File: config.mk
export PLATFORM = sky130hd
export DESIGN_NAME = rapd_agc
export DESIGN_NICKNAME = d
export VERILOG_FILES = /design/src/rapd_pkg.sv /design/src/rapd_agc.sv
export SDC_FILE = /design/constraint.sdc
export NUM_CORES = 1
export LEC_CHECK = 0
export BUFFER_PORTS_ARGS = -buffer_cell sky130_fd_sc_hd__buf_2
export CORE_MARGIN = 3
export CORE_UTILIZATION = 43
export DETAILED_ROUTE_END_ITERATION = 8
export GPL_TIMING_DRIVEN = 0
export PLACE_DENSITY = 0.61
export SLEW_MARGIN = 20
export SYNTH_ARGS = -nofsm -noshare
export SYNTH_HDL_FRONTEND = slang
export SYNTH_SLANG_ARGS = --single-unit
File: constraint.sdc
create_clock -name ref_clk_in -period 11.98 [get_ports ref_clk_in]
set_input_delay 0 -clock ref_clk_in [delete_from_list [all_inputs] [get_ports ref_clk_in]]
set_output_delay 0 -clock ref_clk_in [all_outputs]
set_load 0.005 [all_outputs]
File: src/rapd_pkg.sv
// package for the receive gain control power and peak detect block
// assumes one 200 MHz clock; all settings arrive as plain ports
package rapd_pkg;
  localparam int          CLK_MHZ       = 200;
  localparam logic [6:0]  IDX_WIDTH     = 7'h7F;   // weakest power reading; power capture start value
  localparam logic [7:0]  GAIN_IDX_MAX  = 8'hFF;
  localparam logic [7:0]  GAIN_IDX_MIN  = 8'h00;
  localparam logic [7:0]  GAIN_IDX_RST  = 8'hFF;
  localparam logic [6:0]  INNER_LVL_RST = 7'h07;
  localparam logic [3:0]  OUTER_OFS_RST = 4'h0;
  localparam logic [4:0]  OUTER_STEP_RST = 5'h04;
  localparam logic [5:0]  PEAK_UP_RST   = 6'h15;
  localparam logic [5:0]  PEAK_LO_RST   = 6'h0C;
  localparam logic [7:0]  UP_HIT_RST    = 8'h06;
  localparam logic [7:0]  LO_HIT_RST    = 8'h03;
  localparam logic [3:0]  GPIO_SEL_MAX  = 4'h9;
  localparam logic [3:0]  GPIO_SEL_NONE = 4'h0;
  localparam int          GPIO_PINS     = 16;
  localparam logic [4:0]  LEN_BASE_SHIFT = 5'h03;  // 8 samples = 1 << 3

  typedef enum logic [3:0] {
    RAPD_MEAS_IDLE  = 4'b0001,
    RAPD_MEAS_DELAY = 4'b0010,
    RAPD_MEAS_RUN   = 4'b0100,
    RAPD_MEAS_DONE  = 4'b1000
  } rapd_meas_t;

  // power detect settings
  typedef struct packed {
    logic [6:0]  inner_level;   // negative dBFS implied
    logic [3:0]  outer_offset;
    logic [4:0]  outer_step;
    logic [4:0]  inner_step;
    logic [6:0]  under_inner_level;
    logic [3:0]  meas_length_code;
    logic [15:0] tdd_length;
    logic [15:0] tdd_delay;
  } rapd_power_cfg_t;

  // peak detect settings
  typedef struct packed {
    logic [5:0]  upper_level;
    logic [5:0]  lower_level;
    logic [7:0]  upper_hits;
    logic [7:0]  lower_hits;
    logic [4:0]  attack_step;
    logic [4:0]  recovery_step;
    logic        block_gain_raise;
    logic [15:0] interval_low;
    logic [5:0]  interval_mid;
    logic [5:0]  interval_high;
  } rapd_peak_cfg_t;
endpackage

File: src/rapd_agc.sv
// receive gain control core: power measurement windows, peak counting,
// gain index pointer update and detector status onto gpio pin pairs
// assumes power level and peak samples are synchronous to ref_clk_in

// Summary of operation
// - tdd measure for length; zero runs to update
// - wait start delay after receive enable
// - inner power level is stable upper edge
// - outer edge is inner level plus offset
// - above outer edge, step down outer attack
// - between edges, step down inner attack
// - power status pair onto selected gpio pins
// - peak status pair onto selected gpio pins
// - fast recovery at low interval below low
// - mid interval is (mid+1) times low
// - high interval is (high+1) times mid
// - upper level hits flag overload, reduce gain
// - lower overload blocks raise in power mode
// - upper hit count raises high event, attack
// - lower hit count event; absence recovers gain
// - high event reduces index by attack step
// - measure 8 times two power code samples
// - under inner level is stable lower edge
module rapd_agc
  import rapd_pkg::*;
(
  input  wire logic             ref_clk_in,
  input  wire logic             rst_b_in,
  input  wire logic             tdd_mode_in,
  input  wire logic             power_mode_in,     // 1 power detect, 0 peak detect
  input  wire logic             agc_enable_in,
  input  wire logic             fast_recovery_in,
  input  wire logic             rx_enable_in,
  input  wire logic             update_tick_in,    // gain update counter expiry
  input  wire logic             sample_valid_in,   // iq sample strobe
  input  wire logic [6:0]       power_level_in,    // measured power, negative implied
  input  wire logic [5:0]       peak_level_in,
  input  wire logic             peak_valid_in,
  input  wire logic [13:0]      halfband_peak_in,
  input  wire logic [13:0]      halfband_under_low_level_in,
  input  wire logic [13:0]      halfband_under_mid_level_in,
  input  wire logic [13:0]      halfband_under_high_level_in,
  input  wire rapd_power_cfg_t  power_cfg_in,
  input  wire rapd_peak_cfg_t   peak_cfg_in,
  input  wire logic [3:0]       power_gpio_sel_in,
  input  wire logic [3:0]       peak_gpio_sel_in,
  output logic [7:0]            gain_index_out,
  output logic                  meas_active_out,
  output logic                  peak_high_event_out,
  output logic                  peak_low_event_out,
  output logic [GPIO_PINS-1:0]  digital_gpio_pin_out,
  output logic [GPIO_PINS-1:0]  digital_gpio_pin_oe_out
);

  rapd_meas_t  meas_q;
  logic [15:0] meas_cnt_q;
  logic [19:0] samp_cnt_q;
  logic        rx_en_q;
  logic [6:0]  pwr_q;          // strongest power seen in the window
  logic        pwr_seen_q;
  logic [7:0]  up_cnt_q;
  logic [7:0]  lo_cnt_q;
  logic        up_evt_q;
  logic        lo_evt_q;
  logic [31:0] rec_cnt_q;
  logic        rec_tick;
  logic [31:0] int_low;
  logic [31:0] int_mid;
  logic [31:0] int_high;
  logic [7:0]  outer_edge;
  logic        over_outer;
  logic        over_inner;
  logic        under_edge;
  logic [19:0] samp_target;
  logic        rx_rise;

  assign rx_rise     = rx_enable_in & ~rx_en_q;
  // offset is positive; levels are magnitudes of negative dBFS, so the outer
  // edge sits closer to full scale, i.e. a smaller magnitude
  assign outer_edge  = {1'b0, power_cfg_in.inner_level} - {4'h0, power_cfg_in.outer_offset};
  assign over_outer  = pwr_seen_q & ({1'b0, pwr_q} < outer_edge);
  assign over_inner  = pwr_seen_q & (pwr_q < power_cfg_in.inner_level) & ~over_outer;
  assign under_edge  = pwr_seen_q & (pwr_q > power_cfg_in.under_inner_level);
  assign samp_target = 20'h0_0001 << (5'(power_cfg_in.meas_length_code) + LEN_BASE_SHIFT);
  assign int_low     = {16'h0000, peak_cfg_in.interval_low};
  assign int_mid     = 32'(int_low * ({26'h0, peak_cfg_in.interval_mid} + 32'h0000_0001));
  assign int_high    = 32'(int_mid * ({26'h0, peak_cfg_in.interval_high} + 32'h0000_0001));

  // receive enable edge
  always_ff @(posedge ref_clk_in or negedge rst_b_in)
  begin
    if (!rst_b_in)
      rx_en_q <= 1'b0;
    else
      rx_en_q <= rx_enable_in;
  end

  // measurement window sequencer; non-tdd windows open at each update
  always_ff @(posedge ref_clk_in or negedge rst_b_in)
  begin
    if (!rst_b_in)
    begin
      meas_q     <= RAPD_MEAS_IDLE;
      meas_cnt_q <= 16'h0000;
      samp_cnt_q <= 20'h0_0000;
    end
    else
    begin
      case (meas_q)
        RAPD_MEAS_IDLE:
        begin
          samp_cnt_q <= 20'h0_0000;
          meas_cnt_q <= 16'h0000;
          if (tdd_mode_in && rx_rise)
          begin
            meas_q     <= (power_cfg_in.tdd_delay == 16'h0000) ? RAPD_MEAS_RUN
                                                               : RAPD_MEAS_DELAY;
          end
          else if (!tdd_mode_in && update_tick_in)
            meas_q <= RAPD_MEAS_RUN;
        end
        RAPD_MEAS_DELAY:
        begin
          meas_cnt_q <= meas_cnt_q + 16'h0001;
          if (meas_cnt_q == power_cfg_in.tdd_delay - 16'h0001)
          begin
            meas_cnt_q <= 16'h0000;
            meas_q     <= RAPD_MEAS_RUN;
          end
        end
        RAPD_MEAS_RUN:
        begin
          meas_cnt_q <= meas_cnt_q + 16'h0001;
          if (sample_valid_in)
            samp_cnt_q <= samp_cnt_q + 20'h0_0001;
          // zero length runs on until the gain update expiry; outside tdd the
          // expiry restarts the window so every update period gets a reading
          if (update_tick_in && !tdd_mode_in)
          begin
            meas_cnt_q <= 16'h0000;
            samp_cnt_q <= 20'h0_0000;
          end
          else if (update_tick_in)
            meas_q <= RAPD_MEAS_DONE;
          else if (tdd_mode_in && power_cfg_in.tdd_length != 16'h0000 &&
                   meas_cnt_q == power_cfg_in.tdd_length - 16'h0001)
            meas_q <= RAPD_MEAS_DONE;
          else if (!tdd_mode_in && sample_valid_in &&
                   samp_cnt_q == samp_target - 20'h0_0001)
            meas_q <= RAPD_MEAS_DONE;
        end
        RAPD_MEAS_DONE:
        begin
          meas_cnt_q <= 16'h0000;
          samp_cnt_q <= 20'h0_0000;
          if (!tdd_mode_in && update_tick_in)
            meas_q <= RAPD_MEAS_RUN;
          else if (update_tick_in || (tdd_mode_in && !rx_enable_in))
            meas_q <= RAPD_MEAS_IDLE;
        end
        default:
          meas_q <= RAPD_MEAS_IDLE;
      endcase
    end
  end

  // power capture: keep the strongest (smallest magnitude) reading in the window
  always_ff @(posedge ref_clk_in or negedge rst_b_in)
  begin
    if (!rst_b_in)
    begin
      pwr_q      <= IDX_WIDTH;
      pwr_seen_q <= 1'b0;
    end
    else if (update_tick_in)
    begin
      pwr_q      <= IDX_WIDTH;
      pwr_seen_q <= 1'b0;
    end
    else if (meas_q == RAPD_MEAS_RUN && sample_valid_in)
    begin
      pwr_seen_q <= 1'b1;
      if (!pwr_seen_q || power_level_in < pwr_q)
        pwr_q <= power_level_in;
    end
  end

  // peak counters per gain update period; saturate rather than wrap
  always_ff @(posedge ref_clk_in or negedge rst_b_in)
  begin
    if (!rst_b_in)
    begin
      up_cnt_q <= 8'h00;
      lo_cnt_q <= 8'h00;
      up_evt_q <= 1'b0;
      lo_evt_q <= 1'b0;
    end
    else if (update_tick_in)
    begin
      // a peak landing on the expiry counts toward the new period
      up_cnt_q <= {7'h00, peak_valid_in && peak_level_in > peak_cfg_in.upper_level};
      lo_cnt_q <= {7'h00, peak_valid_in && peak_level_in > peak_cfg_in.lower_level};
      up_evt_q <= 1'b0;
      lo_evt_q <= 1'b0;
    end
    else
    begin
      if (peak_valid_in && peak_level_in > peak_cfg_in.upper_level && up_cnt_q != 8'hFF)
        up_cnt_q <= up_cnt_q + 8'h01;
      if (peak_valid_in && peak_level_in > peak_cfg_in.lower_level && lo_cnt_q != 8'hFF)
        lo_cnt_q <= lo_cnt_q + 8'h01;
      if (up_cnt_q >= peak_cfg_in.upper_hits && up_cnt_q != 8'h00)
        up_evt_q <= 1'b1;
      if (lo_cnt_q >= peak_cfg_in.lower_hits && lo_cnt_q != 8'h00)
        lo_evt_q <= 1'b1;
    end
  end

  // fast recovery timer; interval picked by how low the halfband peaks sit
  always_ff @(posedge ref_clk_in or negedge rst_b_in)
  begin
    if (!rst_b_in)
      rec_cnt_q <= 32'h0000_0000;
    else if (rec_tick || !fast_recovery_in || power_mode_in)
      rec_cnt_q <= 32'h0000_0000;
    else
      rec_cnt_q <= rec_cnt_q + 32'h0000_0001;
  end

  always_comb
  begin
    rec_tick = 1'b0;
    if (fast_recovery_in && !power_mode_in && !up_evt_q)
    begin
      if (halfband_peak_in < halfband_under_low_level_in)
        rec_tick = (rec_cnt_q + 32'h0000_0001 >= int_low) && (int_low != 32'h0);
      else if (halfband_peak_in < halfband_under_mid_level_in)
        rec_tick = (rec_cnt_q + 32'h0000_0001 >= int_mid) && (int_mid != 32'h0);
      else if (halfband_peak_in < halfband_under_high_level_in)
        rec_tick = (rec_cnt_q + 32'h0000_0001 >= int_high) && (int_high != 32'h0);
    end
  end

  // gain index pointer: decrease is attack, increase is recovery
  always_ff @(posedge ref_clk_in or negedge rst_b_in)
  begin
    if (!rst_b_in)
      gain_index_out <= GAIN_IDX_RST;
    else if (agc_enable_in && (update_tick_in || rec_tick))
    begin : upd
      logic [9:0] nxt;
      nxt = {2'b00, gain_index_out};
      if (update_tick_in && (up_evt_q || (up_cnt_q >= peak_cfg_in.upper_hits && up_cnt_q != 8'h00)))
        nxt = nxt - {5'h00, peak_cfg_in.attack_step};
      else if (update_tick_in && power_mode_in && over_outer)
        nxt = nxt - {5'h00, power_cfg_in.outer_step};
      else if (update_tick_in && power_mode_in && over_inner)
        nxt = nxt - {5'h00, power_cfg_in.inner_step};
      else if (update_tick_in && !power_mode_in && !lo_evt_q && !fast_recovery_in)
        nxt = nxt + {5'h00, peak_cfg_in.recovery_step};
      else if (rec_tick && !lo_evt_q)
        nxt = nxt + {5'h00, peak_cfg_in.recovery_step};
      else if (update_tick_in && power_mode_in && under_edge &&
               !(peak_cfg_in.block_gain_raise && lo_evt_q))
        nxt = nxt + 10'h001;
      // borrow wraps into bit 9; clamp into the table
      if (nxt[9])
        gain_index_out <= GAIN_IDX_MIN;
      else if (nxt[8])
        gain_index_out <= GAIN_IDX_MAX;
      else
        gain_index_out <= nxt[7:0];
    end
  end

  // status flags and measurement activity
  always_ff @(posedge ref_clk_in or negedge rst_b_in)
  begin
    if (!rst_b_in)
    begin
      meas_active_out     <= 1'b0;
      peak_high_event_out <= 1'b0;
      peak_low_event_out  <= 1'b0;
    end
    else
    begin
      meas_active_out     <= (meas_q == RAPD_MEAS_RUN);
      peak_high_event_out <= up_evt_q;
      peak_low_event_out  <= lo_evt_q;
    end
  end

  // gpio routing: code n selects pins 2n-4.. pair, code 9 gives 14 and 15
  genvar g;
  generate
    for (g = 0; g < GPIO_PINS / 2; g++)
    begin : gpio_pair
      localparam logic [3:0] CODE = 4'(g + 2);
      always_ff @(posedge ref_clk_in or negedge rst_b_in)
      begin
        if (!rst_b_in)
        begin
          digital_gpio_pin_out[2*g+1:2*g]    <= 2'b00;
          digital_gpio_pin_oe_out[2*g+1:2*g] <= 2'b00;
        end
        else if (power_gpio_sel_in == CODE && CODE <= GPIO_SEL_MAX)
        begin
          digital_gpio_pin_out[2*g+1:2*g]    <= {over_inner | over_outer, under_edge};
          digital_gpio_pin_oe_out[2*g+1:2*g] <= 2'b11;
        end
        else if (peak_gpio_sel_in == CODE && CODE <= GPIO_SEL_MAX)
        begin
          digital_gpio_pin_out[2*g+1:2*g]    <= {up_evt_q, lo_evt_q};
          digital_gpio_pin_oe_out[2*g+1:2*g] <= 2'b11;
        end
        else
        begin
          digital_gpio_pin_out[2*g+1:2*g]    <= 2'b00;
          digital_gpio_pin_oe_out[2*g+1:2*g] <= 2'b00;
        end
      end
    end
  endgenerate

  // the tdd window must close by the programmed length
  chk_tdd_len_bound: assert property (
    @(posedge ref_clk_in) disable iff (!rst_b_in)
    (meas_q == RAPD_MEAS_RUN && tdd_mode_in && power_cfg_in.tdd_length != 16'h0000)
    |-> meas_cnt_q < power_cfg_in.tdd_length)
    else $error("tdd window overran length");
  chk_tdd_delay_wait: assert property (
    @(posedge ref_clk_in) disable iff (!rst_b_in)
    (meas_q == RAPD_MEAS_IDLE && tdd_mode_in && rx_rise && power_cfg_in.tdd_delay == 16'h0002)
    |=> meas_q == RAPD_MEAS_DELAY ##1 meas_q == RAPD_MEAS_DELAY)
    else $error("start delay too short");
  chk_gain_clamp: assert property (
    @(posedge ref_clk_in) disable iff (!rst_b_in)
    (update_tick_in && agc_enable_in && up_evt_q &&
     gain_index_out < {3'b000, peak_cfg_in.attack_step})
    |=> gain_index_out == GAIN_IDX_MIN)
    else $error("gain index not clamped");
  chk_peak_attack: assert property (
    @(posedge ref_clk_in) disable iff (!rst_b_in)
    (update_tick_in && agc_enable_in && up_evt_q && gain_index_out >= 8'h20)
    |=> gain_index_out == $past(gain_index_out) - 8'($past(peak_cfg_in.attack_step)))
    else $error("attack step not applied");
  chk_gpio_none: assert property (
    @(posedge ref_clk_in) disable iff (!rst_b_in)
    (power_gpio_sel_in == GPIO_SEL_NONE && peak_gpio_sel_in == GPIO_SEL_NONE)
    |=> digital_gpio_pin_oe_out == '0)
    else $error("gpio driven while unassigned");
  chk_pair_nine: assert property (
    @(posedge ref_clk_in) disable iff (!rst_b_in)
    (peak_gpio_sel_in == GPIO_SEL_MAX && power_gpio_sel_in != GPIO_SEL_MAX)
    |=> digital_gpio_pin_oe_out[15:14] == 2'b11 && digital_gpio_pin_out[15] == $past(up_evt_q))
    else $error("pair nine not on pins 14 15");
  chk_high_flag: assert property (
    @(posedge ref_clk_in) disable iff (!rst_b_in)
    (!update_tick_in && up_cnt_q >= peak_cfg_in.upper_hits && up_cnt_q != 8'h00)
    |=> up_evt_q ##1 peak_high_event_out)
    else $error("high overload not flagged");
  chk_outer_step: assert property (
    @(posedge ref_clk_in) disable iff (!rst_b_in)
    (update_tick_in && agc_enable_in && power_mode_in && !up_evt_q && over_outer &&
     up_cnt_q == 8'h00 && gain_index_out >= 8'h20)
    |=> gain_index_out == $past(gain_index_out) - 8'($past(power_cfg_in.outer_step)))
    else $error("outer attack not applied");

endmodule

Word-level counts from Yosys, hierarchy flattened
Cells that the tools add are included.
{"block": "word_totals", "out_inout_bits": 43, "regBits": 142, "wordCells": 246}
{"block": "op_classes", "n_mux": 76, "mul": 2, "add_sub_neg": 17, "n_reduce_logical": 65, "n_shift": 1, "n_bitwise": 8, "magnitude_cmp": 14, "n_eq_ne": 32}
{"operator": "nonzero test 32 bit", "n": 3}
{"operator": "2-to-1 mux 2 bit", "n": 32}
{"operator": "2-to-1 mux 8 bit", "n": 6}
{"operator": "one-hot mux 16 bit (3 select lines)", "n": 1}
{"operator": "< comparator 14 bit", "n": 3}
{"operator": "2-to-1 mux 10 bit", "n": 4}
{"operator": "2-to-1 mux 20 bit", "n": 2}
{"operator": "one-hot mux 20 bit (2 select lines)", "n": 1}
{"operator": "== test 4 x 3 -> 1 bit, second input constant", "n": 9}
{"operator": "2-to-1 mux 4 bit", "n": 9}
{"operator": "adder 32 x 1 -> 32 bit, second input constant", "n": 1}
{"operator": "== test 16 bit", "n": 2}
{"operator": ">= comparator 32 x 16 -> 1 bit", "n": 1}
{"operator": ">= comparator 32 x 23 -> 1 bit", "n": 1}
{"operator": ">= comparator 32 x 30 -> 1 bit", "n": 1}
{"operator": "2-to-1 mux 16 bit", "n": 2}
{"operator": "2-to-1 mux 32 bit", "n": 1}
{"operator": "subtractor 16 x 1 -> 16 bit, second input constant", "n": 2}
{"operator": "logical AND 1 bit", "n": 31}
{"operator": "multiplier 23 x 7 -> 30 bit", "n": 1}
{"operator": "2-to-1 mux 9 bit", "n": 3}
{"operator": "subtractor 8 x 5 -> 9 bit", "n": 3}
{"operator": "multiplier 16 x 7 -> 23 bit", "n": 1}
{"operator": "2-to-1 mux 7 bit", "n": 3}
{"operator": "40 further kinds", "n": 92}

Longest topological paths before layout
{"block": "logic_depth", "depth_word": 18, "depth_mapped": 49, "ltp_nobuf": 47}

Worst setup path after synthesis
No wires, ideal clock.
{"block": "synth_path", "path_kind": "input to register", "from": "input peak_cfg_in[6] (netlist bit)", "to": "register gain_index_out[7]", "stages": 46, "n_path_buf": 2, "arrival_time_ps": 11015, "setup_time_ps": 79, "required_time_ps": 11901, "setup_slack_ps": 886, "path_cell_list": "ha_1 nand3_1 clkbuf_1 nor2_1 nand2_1 fa_1 inv_1 fa_1 fa_1 inv_1 fa_1 inv_1 ha_1 a21oi_1 nor2_1 a211oi_1 a41oi_4 a21o_2 (+10 left out) nand2_1 o21ai_0 a31oi_1 a21o_1 o211ai_1 ha_1 a21o_1 a211oi_1 inv_1 o41ai_1 o211ai_1 o2111a_1 o2111ai_1 a41oi_1 a211o_1 a31o_2 a211o_1 a22o_1"}
{"block": "synth_between", "elab_chain_len": 18}
{"element": "start, declared", "line": "rapd_agc.sv:44", "rtl": "input wire rapd_peak_cfg_t peak_cfg_in,"}
{"element": "adder 6 x 1 -> 7 bit *", "line": "rapd_agc.sv:86", "rtl": "assign int_mid = 32'(int_low * ({26'h0, peak_cfg_in.interval_mid} + 32'h0000_0001));"}
{"element": "multiplier 16 x 7 -> 23 bit *", "line": "rapd_agc.sv:86"}
{"element": "multiplier 23 x 7 -> 30 bit", "line": "rapd_agc.sv:87", "rtl": "assign int_high = 32'(int_mid * ({26'h0, peak_cfg_in.interval_high} + 32'h0000_0001));"}
{"element": ">= comparator 32 x 30 -> 1 bit or nonzero test 32 bit (tied branches)", "line": "rapd_agc.sv:240", "rtl": "rec_tick = (rec_cnt_q + 32'h0000_0001 >= int_high) && (int_high != 32'h0);"}
{"element": "logical AND 1 bit", "line": "rapd_agc.sv:240"}
{"element": "2-to-1 mux 1 bit", "line": "rapd_agc.sv:239", "rtl": "else if (halfband_peak_in < halfband_under_high_level_in)"}
{"element": "2-to-1 mux 1 bit *", "line": "rapd_agc.sv:237", "rtl": "else if (halfband_peak_in < halfband_under_mid_level_in)"}
{"element": "2-to-1 mux 1 bit *", "line": "rapd_agc.sv:235", "rtl": "if (halfband_peak_in < halfband_under_low_level_in)"}
{"element": "(+2 left out)"}
{"element": "2-to-1 mux 9 bit", "line": "rapd_agc.sv:261", "rtl": "else if (rec_tick && !lo_evt_q)"}
{"element": "2-to-1 mux 9 bit", "line": "rapd_agc.sv:259", "rtl": "else if (update_tick_in && !power_mode_in && !lo_evt_q && !fast_recovery_in)"}
{"element": "2-to-1 mux 10 bit", "line": "rapd_agc.sv:257", "rtl": "else if (update_tick_in && power_mode_in && over_inner)"}
{"element": "2-to-1 mux 10 bit", "line": "rapd_agc.sv:255", "rtl": "else if (update_tick_in && power_mode_in && over_outer)"}
{"element": "2-to-1 mux 10 bit", "line": "rapd_agc.sv:253", "rtl": "if (update_tick_in && (up_evt_q || (up_cnt_q >= peak_cfg_in.upper_hits && up_cnt_q != 8'h00)))"}
{"element": "2-to-1 mux 10 bit", "line": "rapd_agc.sv:249", "rtl": "else if (agc_enable_in && (update_tick_in || rec_tick))"}
{"element": "!= test 9 x 1 -> 1 bit (no line) or 2-to-1 mux 8 bit (tied branches)"}
{"element": "AND reduction 2 bit (no line) or 2-to-1 mux 8 bit (tied branches)"}
{"element": "end signal, assigned", "line": "rapd_agc.sv:272", "rtl": "gain_index_out <= nxt[7:0];"}
{"element": "end, declared", "line": "rapd_agc.sv:47", "rtl": "output logic [7:0] gain_index_out,"}
Every way passes the cells marked *; elsewhere a longest branch is shown, timed or not. The select of a mux whose other input is x is not followed.
A chain may end at the register's enable or synchronous reset.

Worst setup path after layout
Same ends and word-level chain as after synthesis.

==> flow_summary.ini <==
[outcome]
status = finished clean

[clock_network]
cts_sinks = 134
cts_root_buffer = clkbuf_16
cts_tree = built
cts_inserted_buffers = 17
cts_buffer_depth = 2
cts.clk_slew.worst_paths_ps = 60
htreeDepth = 4
clk_latency_ps = 450

[detailed_routing]
vias = 21350
wl_met2_um = 32630
top_layer = met5
ant_nets = 0
route.met3.wl_um = 4254
first_pass_iters = 6
route.detailed.drc = 0
drt-total-wl_um = 69410
viasPerCell = 5.581
drt-wirelength-per-cell_um = 18.14
drt-met1-wl_um = 30390
initialDrtViolationCount = 1394

[yosys]
synth_edf_count = 0
seq_area_frac_synth = 0.1492
netlist_instances = 2809
ys_async_sr_fraction = 1.000
syn_area_um2 = 22610
synthMostInstantiatedCell = inv_1
synth.distinct_cells = 92
synth.top_cell.area_share = 0.1583
synth-seq-cells = 134
yosysTopAreaCell = ha_1
ys_top_cells_by_count = inv_1, nor2_1, ha_1
ys.flop_type = dfrtp_1
avgSynthCellArea_um2 = 8.050
yosys_warnings = 0
yosys-top-cells-area = ha_1, fa_1, dfrtp_1

[floorplanning]
core_um2 = 51720
initial_utilization = 0.4372
die_w_um = 235.3
die_y_um = 235.3
rows = 83
pin_count = 261
dieArea_um2 = 55370

[timing]
fmax_mhz = 86.55
finClkSkew_ps = 14.32
period_share = 0.9645
hold_viol = 0
drv_slew = 0
slew_headroom = 0.3629
finalSetupViolCount = 0
worst_slack_ps = 425.8
tightest_slew_ps = 931.6
min_period_ps = 11550

[global_route]
grt_max_degree = 91
grt.total_usage = 0.2484
grt_pass1_wl_um = 112800
grt_pass1_vias = 21840
grt_overflow = 0
antenna_found_initial = 6

[flow_run]
maxCapViolations = 0

[finish]
nNetsFinal = 3811
drive_above_1_share = 0.1423
syn2layout_area_growth_pct = 16.58
fin_util = 0.5097

[setup_path]
cp_slowest_stage_delay_ps = 550
crit_path_end = gain_index_out[7]
critPathLaunch = peak_cfg_in[6]
cp_max_fo = 10
crit_type = primary input to register
crit_top_cell = fa_1
worst_path_max_delay_cell = fa_1
reg2reg_depth = 16
arrival_ps = 11930
r2r_end = gain_index_out[7]
end_kind = register
cp-start-kind = primary input
r2r_slack_ps = 6430
required_ps = 12350
rr_startpoint = rec_cnt_q[2]

[placement]
dpl_worst_slack_ps = -1585
gp_congestion = 0.9332
port_buffers = 253
dp_hpwl_um = 57060

[worst_hold_path]
hold_class = primary input to register
## per-layer routing
layer,track usage,vias up
li1,-,10210
met1,0.3243,10370
met2,0.4129,644
met3,0.04663,126
met4,0.08702,4
met5,0,-
## layout make-up
| type | instances | area [um^2] |
|---|---|---|
| timing repair buffer | 300 | 1729 |
| antenna | 4 | 10.01 |
| multi-input combinational | 2228 | 18070 |
| clock inverter | 13 | 145.1 |
| sequential | 134 | 3373 |
| tap | 680 | 850.8 |
| fill | 5031 | 25360 |
| buffer | 77 | 347.8 |
| inverter | 371 | 1393 |
| clock buffer | 19 | 442.9 |
## stage by stage
step / instance area [um^2] / cells / TNS, ps / hold WS [ps]
6_report: 26360 / 3826 / 0 / 27.13
4_1_cts: 25870 / 3809 / 0 / 2.136
2_1_floorplan: 22620 / 2810 / 0 / -295.6
3_5_place_dp: 24780 / 3745 / -46440 / -72.79
3_3_place_gp: 24730 / 3743 / -42020 / 126.9
5_1_grt: 26360 / 3824 / -378.5 / 38.37
## registers in the layout (all words and copies together), names as in the netlist, 4 cells and up
| register | count |
|---|---|
| samp_cnt_q | 20 |
| gain_index_out | 8 |
| digital_gpio_pin_out | 16 |
| digital_gpio_pin_oe_out | 8 |
| meas_cnt_q | 16 |
| rec_cnt_q | 32 |
| up_cnt_q | 8 |
| meas_q | 4 |
| lo_cnt_q | 8 |
| pwr_q | 7 |
## cell families after synthesis
| kind of cell | count (synthesis) | synth area share |
|---|---|---|
| compound gates | 545 | 0.1629 |
| xor+xnor | 185 | 0.07166 |
| fa+ha+maj | 464 | 0.3158 |
| buf+inv | 449 | 0.07642 |
| flops | 134 | 0.1492 |
| mux | 9 | 0.004095 |
| other cells | 1 | 0.0001658 |
| simple gates | 1022 | 0.2197 |
## worst min path at each step
stage	slack, ps	from	endpoint	cells past startpoint
floorplan	-300	rst_b_in	digital_gpio_pin_oe_out[0]	0
detailed placement	-70	rst_b_in	meas_cnt_q[11]	1
global route	40	fast_recovery_in	rec_cnt_q[2]	3
global placement	130	rx_enable_in	rx_en_q	1
CTS	2	power_gpio_sel_in[0]	digital_gpio_pin_out[10]	3
finish	30	power_gpio_sel_in[0]	digital_gpio_pin_out[10]	3
## cells in the final DEF (no fill, tap or decap), drive strengths merged, types with 23 or more instances in the layout
master       instances
a211oi              27
a21o                66
a21oi              125
and2                42
and3                42
buf                291
clkbuf              82
dfrtp              118
dlygate4sd3         23
fa                 178
ha                 286
inv                375
nand2              259
nand2b              54
nand3               81
nand4               44
nor2               293
nor2b               57
nor3                48
o211ai              28
o21ai              126
xnor2               98
xor2                87
## worst max-delay path: cells and delay by family
kind | cells | cell delay [ps]
AO/OA/AOI/OAI | 19 | 4650
AND/OR/NAND/NOR | 6 | 1050
buffers and inverters | 9 | 860
adder cells (fa/ha/maj) | 12 | 5320
## repair_timing
item,in CTS,in global routing
buffers inserted,8,14
pin swaps,7,18
gates resized for setup,34,75
endpoints found under the hold margin,159,0
hold buffers,23,0
setup endpoints to repair,40,40
gates cloned,1,0
Power is not shown: default switching activity piles up to over one toggle a cycle in this logic, so the estimate is an artifact.
